## src/shared/sfrsd_pkg.sv

```systemverilog
// Package of the special register space: offsets, reset values, masks.
// Assumes an 8-bit direct address bus from the core.
package sfrsd_pkg;
  // =========================================================
  // Register offsets
  localparam logic [7:0] ADDR_PORT0_LATCH = 8'h80;
  localparam logic [7:0] ADDR_STACK_POINTER = 8'h81;
  localparam logic [7:0] ADDR_POINTER0_LOW = 8'h82;
  localparam logic [7:0] ADDR_POINTER0_HIGH = 8'h83;
  localparam logic [7:0] ADDR_POINTER1_LOW = 8'h84;
  localparam logic [7:0] ADDR_POINTER1_HIGH = 8'h85;
  localparam logic [7:0] ADDR_POINTER_SELECT = 8'h86;
  localparam logic [7:0] ADDR_POWER_CONTROL = 8'h87;
  localparam logic [7:0] ADDR_TIMER_CONTROL = 8'h88;
  localparam logic [7:0] ADDR_TIMER_MODE = 8'h89;
  localparam logic [7:0] ADDR_TIMER0_COUNT_LOW = 8'h8a;
  localparam logic [7:0] ADDR_TIMER1_COUNT_LOW = 8'h8b;
  localparam logic [7:0] ADDR_TIMER0_COUNT_HIGH = 8'h8c;
  localparam logic [7:0] ADDR_TIMER1_COUNT_HIGH = 8'h8d;
  localparam logic [7:0] ADDR_CLOCK_SPEED_CONTROL = 8'h8e;
  localparam logic [7:0] ADDR_SPECIAL_WRITE_ENABLE = 8'h8f;
  localparam logic [7:0] ADDR_PORT1_LATCH = 8'h90;
  localparam logic [7:0] ADDR_EXT_IRQ_FLAGS = 8'h91;
  localparam logic [7:0] ADDR_MOVX_UPPER_PAGE = 8'h92;
  localparam logic [7:0] ADDR_PORT0_DIRECTION = 8'h94;
  localparam logic [7:0] ADDR_PORT0_ALTERNATE = 8'h95;
  localparam logic [7:0] ADDR_PORT1_DIRECTION = 8'h96;
  localparam logic [7:0] ADDR_PORT1_ALTERNATE = 8'h97;
  localparam logic [7:0] ADDR_SERIAL_CONTROL = 8'h98;
  localparam logic [7:0] ADDR_SERIAL_BUFFER = 8'h99;
  localparam logic [7:0] ADDR_TRANSCEIVER_PORT = 8'ha0;
  localparam logic [7:0] ADDR_CONVERTER_CONTROL = 8'ha1;
  localparam logic [7:0] ADDR_CONVERTER_RESULT_HIGH = 8'ha2;
  localparam logic [7:0] ADDR_CONVERTER_RESULT_LOW = 8'ha3;
  localparam logic [7:0] ADDR_CONVERTER_SETUP = 8'ha4;
  localparam logic [7:0] ADDR_INTERRUPT_ENABLE = 8'ha8;
  localparam logic [7:0] ADDR_PULSE_WIDTH_CONTROL = 8'ha9;
  localparam logic [7:0] ADDR_PULSE_WIDTH_DUTY = 8'haa;
  localparam logic [7:0] ADDR_WDT_RTC_HIGH_BYTE = 8'hab;
  localparam logic [7:0] ADDR_WDT_RTC_LOW_BYTE = 8'hac;
  localparam logic [7:0] ADDR_WDT_RTC_ACCESS_CONTROL = 8'had;
  localparam logic [7:0] ADDR_RESET_CAUSE = 8'hb1;
  localparam logic [7:0] ADDR_SERIAL_PERIPH_DATA = 8'hb2;
  localparam logic [7:0] ADDR_SERIAL_PERIPH_CONTROL = 8'hb3;
  localparam logic [7:0] ADDR_SERIAL_PERIPH_CLOCK_DIV = 8'hb4;
  localparam logic [7:0] ADDR_TICK_DIVIDER = 8'hb5;
  localparam logic [7:0] ADDR_CLOCK_GATING_CONTROL = 8'hb6;
  localparam logic [7:0] ADDR_INTERRUPT_PRIORITY = 8'hb8;
  localparam logic [7:0] ADDR_TIMER2_CONTROL = 8'hc8;
  localparam logic [7:0] ADDR_TIMER2_RELOAD_LOW = 8'hca;
  localparam logic [7:0] ADDR_TIMER2_RELOAD_HIGH = 8'hcb;
  localparam logic [7:0] ADDR_TIMER2_COUNT_LOW = 8'hcc;
  localparam logic [7:0] ADDR_TIMER2_COUNT_HIGH = 8'hcd;
  localparam logic [7:0] ADDR_PROGRAM_STATUS_WORD = 8'hd0;
  localparam logic [7:0] ADDR_EXT_IRQ_CONTROL_WDT = 8'hd8;
  localparam logic [7:0] ADDR_ARITH_MAIN_REGISTER = 8'he0;
  localparam logic [7:0] ADDR_EXT_IRQ_ENABLES = 8'he8;
  localparam logic [7:0] ADDR_MULTIPLY_AUX_REGISTER = 8'hf0;
  localparam logic [7:0] ADDR_EXT_IRQ_PRIORITIES = 8'hf8;
  localparam logic [7:0] ADDR_SILICON_REVISION = 8'hfe;
  localparam logic [7:0] ADDR_RESERVED_TOP = 8'hff;
  localparam logic [7:0] SFR_SPACE_BASE = 8'h80;
  // =========================================================
  // Number of register slots, five of them spares
  localparam int NUM_REGS = 60;
  // =========================================================
  // Fixed-bit masks: FIX = bits that are constant, VAL = their value
  localparam logic [7:0] FIX_POINTER_SELECT = 8'hfe;
  localparam logic [7:0] VAL_POINTER_SELECT = 8'h00;
  localparam logic [7:0] FIX_POWER_CONTROL = 8'h30;
  localparam logic [7:0] VAL_POWER_CONTROL = 8'h30;
  localparam logic [7:0] FIX_SPECIAL_WRITE = 8'hfe;
  localparam logic [7:0] VAL_SPECIAL_WRITE = 8'h00;
  localparam logic [7:0] FIX_EXT_IRQ_FLAGS = 8'h0f;
  localparam logic [7:0] VAL_EXT_IRQ_FLAGS = 8'h08;
  localparam logic [7:0] FIX_INTERRUPT_ENABLE = 8'h40;
  localparam logic [7:0] VAL_INTERRUPT_ENABLE = 8'h00;
  localparam logic [7:0] FIX_INTERRUPT_PRIORITY = 8'hc0;
  localparam logic [7:0] VAL_INTERRUPT_PRIORITY = 8'h80;
  localparam logic [7:0] FIX_EXT_IRQ_CONTROL = 8'h77;
  localparam logic [7:0] VAL_EXT_IRQ_CONTROL = 8'h40;
  localparam logic [7:0] FIX_EXT_IRQ_EN_PRI = 8'he0;
  localparam logic [7:0] VAL_EXT_IRQ_EN_PRI = 8'he0;
  localparam logic [7:0] FIX_NONE = 8'h00;
  // =========================================================
  // Reset values
  localparam logic [7:0] RST_PORT = 8'hff;
  localparam logic [7:0] RST_STACK_POINTER = 8'h07;
  localparam logic [7:0] RST_CLOCK_SPEED_CONTROL = 8'h01;
  localparam logic [7:0] RST_MOVX_UPPER_PAGE = 8'h00;
  localparam logic [7:0] RST_TRANSCEIVER_PORT = 8'h80;
  localparam logic [7:0] RST_CONVERTER_CONTROL = 8'h80;
  localparam logic [7:0] RST_CONVERTER_SETUP = 8'h0a;
  localparam logic [7:0] RST_RESET_CAUSE = 8'h02;
  localparam logic [7:0] RST_TICK_DIVIDER = 8'h1d;
  localparam logic [7:0] RST_ZERO = 8'h00;
  // =========================================================
  // Field positions
  localparam int SEL_BIT = 0;
  localparam int STRETCH_LSB = 0;
  localparam int STRETCH_W = 3;
  localparam logic [3:0] STRETCH_BASE = 4'h2;
  localparam int PORT1_W = 3;
  // Revision code: arbitrary neutral value
  localparam logic [7:0] SILICON_REVISION_CODE = 8'h00;
endpackage

```

## src/design/sfrsd_space_decoder.sv

```systemverilog
// Special register space decoder for an 8051-style core.
// Assumes a single clock; core supplies direct address, read and write
// strobes; peripherals read register contents from the flat output bus.
//
// Overview of operation
// Constant bits ignore writes, read their value
// Unused bits are stored and read back; they drive regImage but not wdtRtcControl
// Software leaves unassigned addresses unwritten
// Top address 0xFF is reserved, unused
// Power-on and watchdog resets load initial values
// Standard registers keep standard addresses and bits
// Port registers at 0x80/0x90; port1 three bits (all eight bits of 0x90 are stored)
// Second pointer low 0x84, high 0x85
// Watchdog/clock high byte at 0xAB
// Watchdog/clock low byte at 0xAC
// Control at 0xAD steers byte transfer; bit7 unused
// Timer1 count low 0x8B, high 0x8D
// Select bit 0 of 0x86 picks pointer
// External access cycles are two plus field
// Reserved addresses read zero, writes ignored
`timescale 1ns/100ps
module sfrsd_space_decoder #(
  parameter int DATA_W = 8
) (
  input wire logic clk,
  input wire logic rst,
  input wire logic watchdogReset,
  input wire logic [7:0] sfrAddr,
  input wire logic sfrWrite,
  input wire logic sfrRead,
  input wire logic [DATA_W-1:0] sfrWriteData,
  output logic [DATA_W-1:0] sfrReadData,
  output logic [15:0] activePointer,
  output logic pointerSelect,
  output logic [3:0] movxStretchCycles,
  output logic [15:0] timer1Count,
  output logic [15:0] wdtRtcValue,
  output logic [7:0] wdtRtcControl,
  output logic wdtRtcWriteStrobe,
  output logic [DATA_W*sfrsd_pkg::NUM_REGS-1:0] regImage
);

  // =========================================================
  // Address table, fixed masks and reset values per slot
  localparam logic [7:0] ADDRS [sfrsd_pkg::NUM_REGS] = '{
    sfrsd_pkg::ADDR_PORT0_LATCH, sfrsd_pkg::ADDR_STACK_POINTER,
    sfrsd_pkg::ADDR_POINTER0_LOW, sfrsd_pkg::ADDR_POINTER0_HIGH,
    sfrsd_pkg::ADDR_POINTER1_LOW, sfrsd_pkg::ADDR_POINTER1_HIGH,
    sfrsd_pkg::ADDR_POINTER_SELECT, sfrsd_pkg::ADDR_POWER_CONTROL,
    sfrsd_pkg::ADDR_TIMER_CONTROL, sfrsd_pkg::ADDR_TIMER_MODE,
    sfrsd_pkg::ADDR_TIMER0_COUNT_LOW, sfrsd_pkg::ADDR_TIMER1_COUNT_LOW,
    sfrsd_pkg::ADDR_TIMER0_COUNT_HIGH, sfrsd_pkg::ADDR_TIMER1_COUNT_HIGH,
    sfrsd_pkg::ADDR_CLOCK_SPEED_CONTROL,
    sfrsd_pkg::ADDR_SPECIAL_WRITE_ENABLE,
    sfrsd_pkg::ADDR_PORT1_LATCH, sfrsd_pkg::ADDR_EXT_IRQ_FLAGS,
    sfrsd_pkg::ADDR_MOVX_UPPER_PAGE, sfrsd_pkg::ADDR_PORT0_DIRECTION,
    sfrsd_pkg::ADDR_PORT0_ALTERNATE, sfrsd_pkg::ADDR_PORT1_DIRECTION,
    sfrsd_pkg::ADDR_PORT1_ALTERNATE, sfrsd_pkg::ADDR_SERIAL_CONTROL,
    sfrsd_pkg::ADDR_SERIAL_BUFFER, sfrsd_pkg::ADDR_TRANSCEIVER_PORT,
    sfrsd_pkg::ADDR_CONVERTER_CONTROL,
    sfrsd_pkg::ADDR_CONVERTER_RESULT_HIGH,
    sfrsd_pkg::ADDR_CONVERTER_RESULT_LOW,
    sfrsd_pkg::ADDR_CONVERTER_SETUP, sfrsd_pkg::ADDR_INTERRUPT_ENABLE,
    sfrsd_pkg::ADDR_PULSE_WIDTH_CONTROL,
    sfrsd_pkg::ADDR_PULSE_WIDTH_DUTY,
    sfrsd_pkg::ADDR_WDT_RTC_HIGH_BYTE, sfrsd_pkg::ADDR_WDT_RTC_LOW_BYTE,
    sfrsd_pkg::ADDR_WDT_RTC_ACCESS_CONTROL, sfrsd_pkg::ADDR_RESET_CAUSE,
    sfrsd_pkg::ADDR_SERIAL_PERIPH_DATA,
    sfrsd_pkg::ADDR_SERIAL_PERIPH_CONTROL,
    sfrsd_pkg::ADDR_SERIAL_PERIPH_CLOCK_DIV,
    sfrsd_pkg::ADDR_TICK_DIVIDER, sfrsd_pkg::ADDR_CLOCK_GATING_CONTROL,
    sfrsd_pkg::ADDR_INTERRUPT_PRIORITY, sfrsd_pkg::ADDR_TIMER2_CONTROL,
    sfrsd_pkg::ADDR_TIMER2_RELOAD_LOW, sfrsd_pkg::ADDR_TIMER2_RELOAD_HIGH,
    sfrsd_pkg::ADDR_TIMER2_COUNT_LOW, sfrsd_pkg::ADDR_TIMER2_COUNT_HIGH,
    sfrsd_pkg::ADDR_PROGRAM_STATUS_WORD,
    sfrsd_pkg::ADDR_EXT_IRQ_CONTROL_WDT,
    sfrsd_pkg::ADDR_ARITH_MAIN_REGISTER, sfrsd_pkg::ADDR_EXT_IRQ_ENABLES,
    sfrsd_pkg::ADDR_MULTIPLY_AUX_REGISTER,
    sfrsd_pkg::ADDR_EXT_IRQ_PRIORITIES, sfrsd_pkg::ADDR_SILICON_REVISION,
    8'h00, 8'h00, 8'h00, 8'h00, 8'h00
  };
  // Slots 55..59 are spares and never match (their hit is tied low)
  localparam int NUM_USED = 55;

  // Constant bits per slot (read-only slots are flagged separately)
  function automatic logic [7:0] fixMask(input int i);
    logic [7:0] a;
    a = ADDRS[i];
    unique case (a)
      sfrsd_pkg::ADDR_POINTER_SELECT: fixMask = sfrsd_pkg::FIX_POINTER_SELECT;
      sfrsd_pkg::ADDR_POWER_CONTROL: fixMask = sfrsd_pkg::FIX_POWER_CONTROL;
      sfrsd_pkg::ADDR_SPECIAL_WRITE_ENABLE:
        fixMask = sfrsd_pkg::FIX_SPECIAL_WRITE;
      sfrsd_pkg::ADDR_EXT_IRQ_FLAGS: fixMask = sfrsd_pkg::FIX_EXT_IRQ_FLAGS;
      sfrsd_pkg::ADDR_INTERRUPT_ENABLE:
        fixMask = sfrsd_pkg::FIX_INTERRUPT_ENABLE;
      sfrsd_pkg::ADDR_INTERRUPT_PRIORITY:
        fixMask = sfrsd_pkg::FIX_INTERRUPT_PRIORITY;
      sfrsd_pkg::ADDR_EXT_IRQ_CONTROL_WDT:
        fixMask = sfrsd_pkg::FIX_EXT_IRQ_CONTROL;
      sfrsd_pkg::ADDR_EXT_IRQ_ENABLES,
      sfrsd_pkg::ADDR_EXT_IRQ_PRIORITIES:
        fixMask = sfrsd_pkg::FIX_EXT_IRQ_EN_PRI;
      default: fixMask = sfrsd_pkg::FIX_NONE;
    endcase
  endfunction

  // Values of the constant bits per slot
  function automatic logic [7:0] fixValue(input int i);
    logic [7:0] a;
    a = ADDRS[i];
    unique case (a)
      sfrsd_pkg::ADDR_POWER_CONTROL: fixValue = sfrsd_pkg::VAL_POWER_CONTROL;
      sfrsd_pkg::ADDR_EXT_IRQ_FLAGS: fixValue = sfrsd_pkg::VAL_EXT_IRQ_FLAGS;
      sfrsd_pkg::ADDR_INTERRUPT_PRIORITY:
        fixValue = sfrsd_pkg::VAL_INTERRUPT_PRIORITY;
      sfrsd_pkg::ADDR_EXT_IRQ_CONTROL_WDT:
        fixValue = sfrsd_pkg::VAL_EXT_IRQ_CONTROL;
      sfrsd_pkg::ADDR_EXT_IRQ_ENABLES,
      sfrsd_pkg::ADDR_EXT_IRQ_PRIORITIES:
        fixValue = sfrsd_pkg::VAL_EXT_IRQ_EN_PRI;
      default: fixValue = sfrsd_pkg::RST_ZERO;
    endcase
  endfunction

  // Initial value per slot
  function automatic logic [7:0] resetValue(input int i);
    logic [7:0] a;
    a = ADDRS[i];
    unique case (a)
      sfrsd_pkg::ADDR_PORT0_LATCH, sfrsd_pkg::ADDR_PORT1_LATCH,
      sfrsd_pkg::ADDR_PORT0_DIRECTION, sfrsd_pkg::ADDR_PORT1_DIRECTION:
        resetValue = sfrsd_pkg::RST_PORT;
      sfrsd_pkg::ADDR_STACK_POINTER: resetValue = sfrsd_pkg::RST_STACK_POINTER;
      sfrsd_pkg::ADDR_CLOCK_SPEED_CONTROL:
        resetValue = sfrsd_pkg::RST_CLOCK_SPEED_CONTROL;
      sfrsd_pkg::ADDR_TRANSCEIVER_PORT:
        resetValue = sfrsd_pkg::RST_TRANSCEIVER_PORT;
      sfrsd_pkg::ADDR_CONVERTER_CONTROL:
        resetValue = sfrsd_pkg::RST_CONVERTER_CONTROL;
      sfrsd_pkg::ADDR_CONVERTER_SETUP:
        resetValue = sfrsd_pkg::RST_CONVERTER_SETUP;
      sfrsd_pkg::ADDR_RESET_CAUSE: resetValue = sfrsd_pkg::RST_RESET_CAUSE;
      sfrsd_pkg::ADDR_TICK_DIVIDER: resetValue = sfrsd_pkg::RST_TICK_DIVIDER;
      sfrsd_pkg::ADDR_SILICON_REVISION:
        resetValue = sfrsd_pkg::SILICON_REVISION_CODE;
      default: resetValue = fixValue(i);
    endcase
  endfunction

  // =========================================================
  // Storage and address decode
  logic [7:0] regs [sfrsd_pkg::NUM_REGS];
  logic [sfrsd_pkg::NUM_REGS-1:0] hit;
  logic anyHit;
  logic [7:0] readMux;
  logic wdtHit;

  // One-hot slot match; spare slots and the top address never match
  generate
    for (genvar g = 0; g < sfrsd_pkg::NUM_REGS; g++) begin : gDec
      if (g < NUM_USED) begin : gUsed
        assign hit[g] = (sfrAddr == ADDRS[g]);
      end else begin : gSpare
        assign hit[g] = 1'b0;
      end
    end
  endgenerate
  assign anyHit = |hit;

  // Read selection: unmatched addresses read zero
  always_comb begin
    readMux = 8'h00;
    for (int i = 0; i < sfrsd_pkg::NUM_REGS; i++) begin
      if (hit[i]) begin
        readMux = regs[i];
      end
    end
  end

  // Per-slot write: constant bits forced, others stored except in read-only slots (unused bits kept)
  generate
    for (genvar g = 0; g < sfrsd_pkg::NUM_REGS; g++) begin : gReg
      localparam logic [7:0] FM = fixMask(g);
      localparam logic [7:0] FV = fixValue(g);
      localparam logic [7:0] RV = resetValue(g);
      localparam bit RO = (g < NUM_USED) &&
        ((ADDRS[g] == sfrsd_pkg::ADDR_CONVERTER_RESULT_HIGH) ||
         (ADDRS[g] == sfrsd_pkg::ADDR_CONVERTER_RESULT_LOW) ||
         (ADDRS[g] == sfrsd_pkg::ADDR_SILICON_REVISION));
      always_ff @(posedge clk or posedge rst) begin
        if (rst) begin
          regs[g] <= RV;
        end else if (watchdogReset) begin
          regs[g] <= RV;
        end else if (sfrWrite && hit[g] && !RO) begin
          regs[g] <= (sfrWriteData & ~FM) | (FV & FM);
        end
      end
    end
  endgenerate

  // =========================================================
  // Derived outputs
  logic [7:0] psel;
  logic [7:0] speed;
  logic [15:0] next_activePointer;
  logic [3:0] next_stretch;
  assign psel = regs[6];
  assign speed = regs[14];
  // Pointer choice from select bit
  assign next_activePointer = psel[sfrsd_pkg::SEL_BIT] ?
    {regs[5], regs[4]} : {regs[3], regs[2]};
  // Access length is base plus the three-bit field
  assign next_stretch = sfrsd_pkg::STRETCH_BASE +
    {1'b0, speed[sfrsd_pkg::STRETCH_LSB +: sfrsd_pkg::STRETCH_W]};
  assign wdtHit = sfrWrite &&
    (sfrAddr == sfrsd_pkg::ADDR_WDT_RTC_ACCESS_CONTROL);

  // Registered outputs
  always_ff @(posedge clk or posedge rst) begin
    if (rst) begin
      sfrReadData <= 8'h00;
      activePointer <= 16'h0000;
      pointerSelect <= 1'b0;
      movxStretchCycles <= sfrsd_pkg::STRETCH_BASE + {1'b0,
        sfrsd_pkg::RST_CLOCK_SPEED_CONTROL[sfrsd_pkg::STRETCH_LSB +:
        sfrsd_pkg::STRETCH_W]};
      timer1Count <= 16'h0000;
      wdtRtcValue <= 16'h0000;
      wdtRtcControl <= 8'h00;
      wdtRtcWriteStrobe <= 1'b0;
    end else begin
      sfrReadData <= sfrRead ? readMux : 8'h00;
      activePointer <= next_activePointer;
      pointerSelect <= psel[sfrsd_pkg::SEL_BIT];
      movxStretchCycles <= next_stretch;
      timer1Count <= {regs[13], regs[11]};
      wdtRtcValue <= {regs[33], regs[34]};
      wdtRtcControl <= {1'b0, regs[35][6:0]};
      wdtRtcWriteStrobe <= wdtHit && !watchdogReset;
    end
  end

  // Flat image of all registers for the peripherals
  always_ff @(posedge clk or posedge rst) begin
    if (rst) begin
      regImage <= '0;
    end else begin
      for (int i = 0; i < sfrsd_pkg::NUM_REGS; i++) begin
        regImage[i*8 +: 8] <= regs[i];
      end
    end
  end

  // =========================================================
  // Checks
  property p_const_bits;
    @(posedge clk) disable iff (rst)
      (sfrWrite && sfrAddr == sfrsd_pkg::ADDR_POWER_CONTROL) |=>
        ((regs[7] & sfrsd_pkg::FIX_POWER_CONTROL) ==
         sfrsd_pkg::VAL_POWER_CONTROL);
  endproperty
  a_const_bits: assert property (p_const_bits)
    else $error("constant bits changed");

  property p_unused_kept;
    @(posedge clk) disable iff (rst)
      (sfrWrite && sfrAddr == sfrsd_pkg::ADDR_WDT_RTC_ACCESS_CONTROL &&
       !watchdogReset) |=> (regs[35][7] == $past(sfrWriteData[7]));
  endproperty
  a_unused_kept: assert property (p_unused_kept)
    else $error("unused bit not stored");

  property p_wdt_reset;
    @(posedge clk) disable iff (rst)
      watchdogReset |=> (regs[6] == 8'h00 && regs[0] == 8'hff);
  endproperty
  a_wdt_reset: assert property (p_wdt_reset)
    else $error("watchdog reset values wrong");

  property p_reserved_zero;
    @(posedge clk) disable iff (rst)
      (sfrRead && sfrAddr == sfrsd_pkg::ADDR_RESERVED_TOP) |=>
        (sfrReadData == 8'h00);
  endproperty
  a_reserved_zero: assert property (p_reserved_zero)
    else $error("reserved address read not zero");

  property p_pointer_sel;
    @(posedge clk) disable iff (rst)
      ##1 (activePointer == ($past(psel[0]) ?
        {$past(regs[5]), $past(regs[4])} :
        {$past(regs[3]), $past(regs[2])}));
  endproperty
  a_pointer_sel: assert property (p_pointer_sel)
    else $error("wrong pointer selected");

  property p_stretch;
    @(posedge clk) disable iff (rst)
      ##1 (movxStretchCycles == 4'(2 + $past(speed[2:0])));
  endproperty
  a_stretch: assert property (p_stretch)
    else $error("stretch count wrong");

  property p_wdt_bytes;
    @(posedge clk) disable iff (rst || watchdogReset)
      (sfrWrite && sfrAddr == sfrsd_pkg::ADDR_WDT_RTC_HIGH_BYTE) |=>
        ##1 (wdtRtcValue[15:8] == $past(sfrWriteData, 2));
  endproperty
  a_wdt_bytes: assert property (p_wdt_bytes)
    else $error("high byte not passed");

  property p_timer1;
    @(posedge clk) disable iff (rst || watchdogReset)
      (sfrWrite && sfrAddr == sfrsd_pkg::ADDR_TIMER1_COUNT_LOW) |=>
        ##1 (timer1Count[7:0] == $past(sfrWriteData, 2));
  endproperty
  a_timer1: assert property (p_timer1)
    else $error("timer1 low byte not passed");

  property p_unassigned_zero;
    @(posedge clk) disable iff (rst)
      (sfrRead && !anyHit) |=> (sfrReadData == 8'h00);
  endproperty
  a_unassigned_zero: assert property (p_unassigned_zero)
    else $error("unassigned address read not zero");

  property p_revision_kept;
    @(posedge clk) disable iff (rst)
      (sfrWrite && sfrAddr == sfrsd_pkg::ADDR_SILICON_REVISION) |=>
        (regs[54] == sfrsd_pkg::SILICON_REVISION_CODE);
  endproperty
  a_revision_kept: assert property (p_revision_kept)
    else $error("revision code changed by write");

  property p_wdt_strobe;
    @(posedge clk) disable iff (rst)
      (wdtHit && !watchdogReset) |=> wdtRtcWriteStrobe;
  endproperty
  a_wdt_strobe: assert property (p_wdt_strobe)
    else $error("control write gave no strobe");

  property p_wdt_low;
    @(posedge clk) disable iff (rst || watchdogReset)
      (sfrWrite && sfrAddr == sfrsd_pkg::ADDR_WDT_RTC_LOW_BYTE) |=>
        ##1 (wdtRtcValue[7:0] == $past(sfrWriteData, 2));
  endproperty
  a_wdt_low: assert property (p_wdt_low)
    else $error("low byte not passed");

endmodule

```

## config.mk

```make
export PLATFORM = sky130hd
export DESIGN_NAME = sfrsd_space_decoder
export DESIGN_NICKNAME = d
export VERILOG_FILES = /design/src/shared/sfrsd_pkg.sv /design/src/design/sfrsd_space_decoder.sv
export SDC_FILE = /design/constraint.sdc
export NUM_CORES = 1
export LEC_CHECK = 0
export ABC_CLOCK_PERIOD_IN_PS = 23900
export BUFFER_PORTS_ARGS = -buffer_cell sky130_fd_sc_hd__buf_2
export CAP_MARGIN = 20
export CORE_MARGIN = 2
export CORE_UTILIZATION = 50
export CTS_BUF_LIST = sky130_fd_sc_hd__clkbuf_4 sky130_fd_sc_hd__clkbuf_8
export CTS_CLUSTER_SIZE = 16
export DETAILED_ROUTE_END_ITERATION = 6
export GPL_TIMING_DRIVEN = 0
export PLACE_DENSITY_LB_ADDON = 0.12
export SYNTH_ARGS = -nofsm -noshare
export SYNTH_HDL_FRONTEND = slang
export SYNTH_SLANG_ARGS = --single-unit
```

## constraint.sdc

```tcl
create_clock -name clk -period 23.9 [get_ports clk]
set_input_delay 1.195 -clock clk [delete_from_list [all_inputs] [get_ports clk]]
set_output_delay 1.195 -clock clk [all_outputs]
set_load 0.02 [all_outputs]
```

==> impl_results.md <==
- Post-CTS resize count: 0
- Post-synthesis sequential area ratio: 61.9%
- Fin crit period: 4.86 ns
- DP Wirelength: 103000 um
- Clock power frac: 45.4%
- Fin cells: 4684
- Syn avg cell area: 10.6 um2
- Crit end category: flip-flop
- Synth Warn #: 0
- Iteration-0 DRC Markers: 3769
- Ports: 571
- Post-CTS Setup Inserts: 0
- Port buffer count: 473
- Max Cap Viol: 0
- Row count: 92
- RSZ-0062 raised after global routing: no
- Clk Latency, worst-skew pair: 0.79 ns
- Worst R2R Setup Slack: 20.25 ns
- Synth Cell Area: 0.0321 mm2
- Cell Int Power: 2.11 mW
- Worst-Margin Slew: 1.33 ns
- Remaining DRCs: 16
- RD Place Congestion: 1.03
- Worst R2R End: sfrReadData[3]$_DFF_PP0_
- Max Slew Vio Count: 0
- Die Y: 258 um
- Die width: 258 um
- Most common cell after layout, fill and taps aside: dfrtp_1
- Complex-gate fraction of the synthesized area: 12.3%
- Clk slew on worst S/H paths: 0.06 ns
- Tot GR Track Use: 42.0%
- Multiplexer share of the synthesized area: 2.14%
- Switching pwr: 0.705 mW
- Net Sw Frac: 25.0%
- Slew margin rel.: 11.2%
- Initial antenna violation count: 7
- TritonCTS clock tree: built
- Yosys cell types: 84
- WHS Path Cells: 0
- Post-route cell area: 0.0390 mm2
- Highest-count cells in the layout ignoring fill and taps: dfrtp_1, buf_2, nand2_1
- Combinational share of power: 6.9%
- Violated checks: DRC
- Synth Area in XOR/XNOR: 0%
- Power density over cell area: 72.2 mW/mm2
- Setup slack after layout: 19.04 ns
- Num CTS Buffers: 131
- Post-synth EDFFs: 0
- Clock tree buffer depth: 3
- Synth top area cells: dfrtp_1, nand2_1, a21oi_1
- F_max: 206 MHz
- Via count: 29.0k
- Adder-Cell Fraction of Synth Area: 0.0389%
- DR vias/cell: 6.19
- Post-synth top area cell: dfrtp_1
- Core ar.: 0.0633 mm2
- GRT overflow: 0
- Drt wl/cell: 29.9 um
- Final nets: 3758
- Final core occ: 61.6%
- R2R depth: 7
- Hold Crit Class: reg -> reg
- Worst Path Max Fanout: 10
- Sequential fraction of design power: 47.8%
- Pre-CTS setup slack: 18.89 ns
- Synth top area share: 58.0%
- Post-synthesis simple-gate area fraction: 16.9%
- Status: finished with violations
- Peak VDD IR: 0.0000493 V
- R2r startpoint: regs[475]$_DFFE_PP1P_
- Cell Count Post-Placement: 4448
- Crit start category: input pin
- Post-placement cell area: 0.0362 mm2
- Worst hold endpoint: regImage[48]$_DFF_PP0_
- Hold WS: 0.373 ns
- Die area: 0.0663 mm2
- Max H-tree Level: 4
- First-pass GRT wire length: 200000 um
- Post-route clock period utilization: 20.3%
- Syn Inst Count: 3025
- Ratio of cells with drive above 1 in the final layout: 26.8%
- Critical Path RT: 24.53 ns
- Antenna viol nets, final: 0
- Top FF cell, synth: dfrtp_1
- DR pass1 iterations: 7
- Final setup violation count: 0
- HP Start: psel[0]$_DFFE_PP0P_
- Starting density of the core: 50.8%
- CTS Sinks: 792
- Crit path arrival time: 5.49 ns
- Drt total wl: 140000 um
- Hold buffers post-CTS: 0
- Leak: 19.0 nW
- Vias in the first global route: 28.0k
- CTS root buf: clkbuf_8
- Synthesized flop and latch total: 792
- Largest family of logic cells by synthesized area: simple AND/OR/NAND/NOR gates
- Clock Skews: 0.0236 ns
- Largest net degree at the start of global routing: 146
- FFs w/ async S/R, synth: 100%
- Final hold viol count: 0
- P&R area growth vs syn: 21.4%
- Critical path type: in -> reg
[layout make-up]
type / count / area [um2]
diodes: 5 / 12.5
plain buffers: 381 / 2110
clock buffers: 199 / 2510
clock inverters: 31 / 329
fillers: 5209 / 24300
inverters: 10 / 45.0
multi-input cells: 1930 / 10400
flip-flops and latches: 792 / 19900
well taps: 846 / 1060
repair buffers: 490 / 2640
[metal layers]
| layer | global-route usage (%) | share of wire, % | vias up |
|---|---|---|---|
| met4 | 25.5 | 6.8 | 4 |
| met5 | 0 | 0.023 | - |
| met2 | 63.7 | 45 | 2131 |
| met1 | 53.0 | 36 | 14500 |
| li1 | - | - | 11900 |
| met3 | 13.0 | 12 | 531 |
[registers in the layout, indices dropped and copies added, names as in the netlist]
register and flops:
activePointer 16, movxStretchCycles 4, psel 1, regImage 346
regs 372, sfrReadData 8, speed 8, timer1Count 15
wdtRtcControl 6, wdtRtcValue 15, wdtRtcWriteStrobe 1
[worst max-delay path by stage]
stage               startpoint                    endpoint  slack, ns  depth (start not counted)
floorplan                  rst  activePointer[0]$_DFF_PP0_       0.54                          1
global placement           rst     regImage[411]$_DFF_PP0_      -5.81                          2
detailed placement  sfrAddr[2]    sfrReadData[3]$_DFF_PP0_      18.89                         12
CTS                 sfrAddr[2]    sfrReadData[3]$_DFF_PP0_      19.69                         12
global route        sfrAddr[2]    sfrReadData[3]$_DFF_PP0_      19.19                         12
finish              sfrAddr[2]    sfrReadData[3]$_DFF_PP0_      19.04                         12
[critical path, cell delays in order]
cell	delay [ns]
buf_2	0.13
buf_4	0.17
buf_4	0.17
buf_4	0.17
inv_1	0.18
clkbuf_1	0.70
a21oi_1	0.07
a211oi_1	0.51
o21ai_0	0.55
a31oi_1	0.76
o221ai_1	0.33
a211oi_1	0.54
[through the flow]
| stage | power, mW | TNS [ns] |
|---|---|---|
| 6_report | 2.82 | 0 |
| 4_1_cts | 2.82 | 0 |
| 3_3_place_gp | 1.55 | -4238.47 |
| 2_1_floorplan | 1.48 | 0 |
| 5_1_grt | 2.90 | 0 |
| 3_5_place_dp | 1.55 | 0 |
[kinds of logic (layout without fill, tap and decap cells)]
| family | count (synthesis) | count (layout) |
|---|---|---|
| AND/OR/NAND/NOR | 1124 | 1124 |
| flip-flops | 792 | 792 |
| AO/OA/AOI/OAI | 652 | 652 |
| buffers and inverters | 391 | 1111 |
| multiplexers | 63 | 63 |
| other | 2 | 95 |
| adder cells (fa/ha/maj) | 1 | 1 |
[power groups by stage]
stage	Sequential, mW	Clock [mW]	Combinational, mW
2_1_floorplan	1.37	0	0.108
3_3_place_gp	1.37	0	0.177
3_5_place_dp	1.37	0	0.184
4_1_cts	1.35	1.29	0.184
5_1_grt	1.35	1.36	0.199
6_report	1.35	1.28	0.193
[synth_stat cells, types with 9 or more instances]
master	count
nor2b_1	10
a22o_1	9
nor2_1	77
a32oi_1	9
a31oi_1	17
o211ai_1	13
nand2_1	506
a221o_1	12
a221oi_1	21
clkbuf_1	159
dfstp_2	47
buf_4	152
a211oi_1	9
o2111ai_1	9
a21oi_1	372
dfrtp_1	745
o21ai_0	55
o22ai_1	20
buf_1	15
nand4_1	11
o221ai_1	12
mux2_2	25
nand3b_1	48
buf_2	49
nand2b_1	9
and3_1	10
nand3_1	342
mux2i_1	36
a22oi_1	24
nor3_1	32
inv_1	10
(Power assumes the default switching activity.)
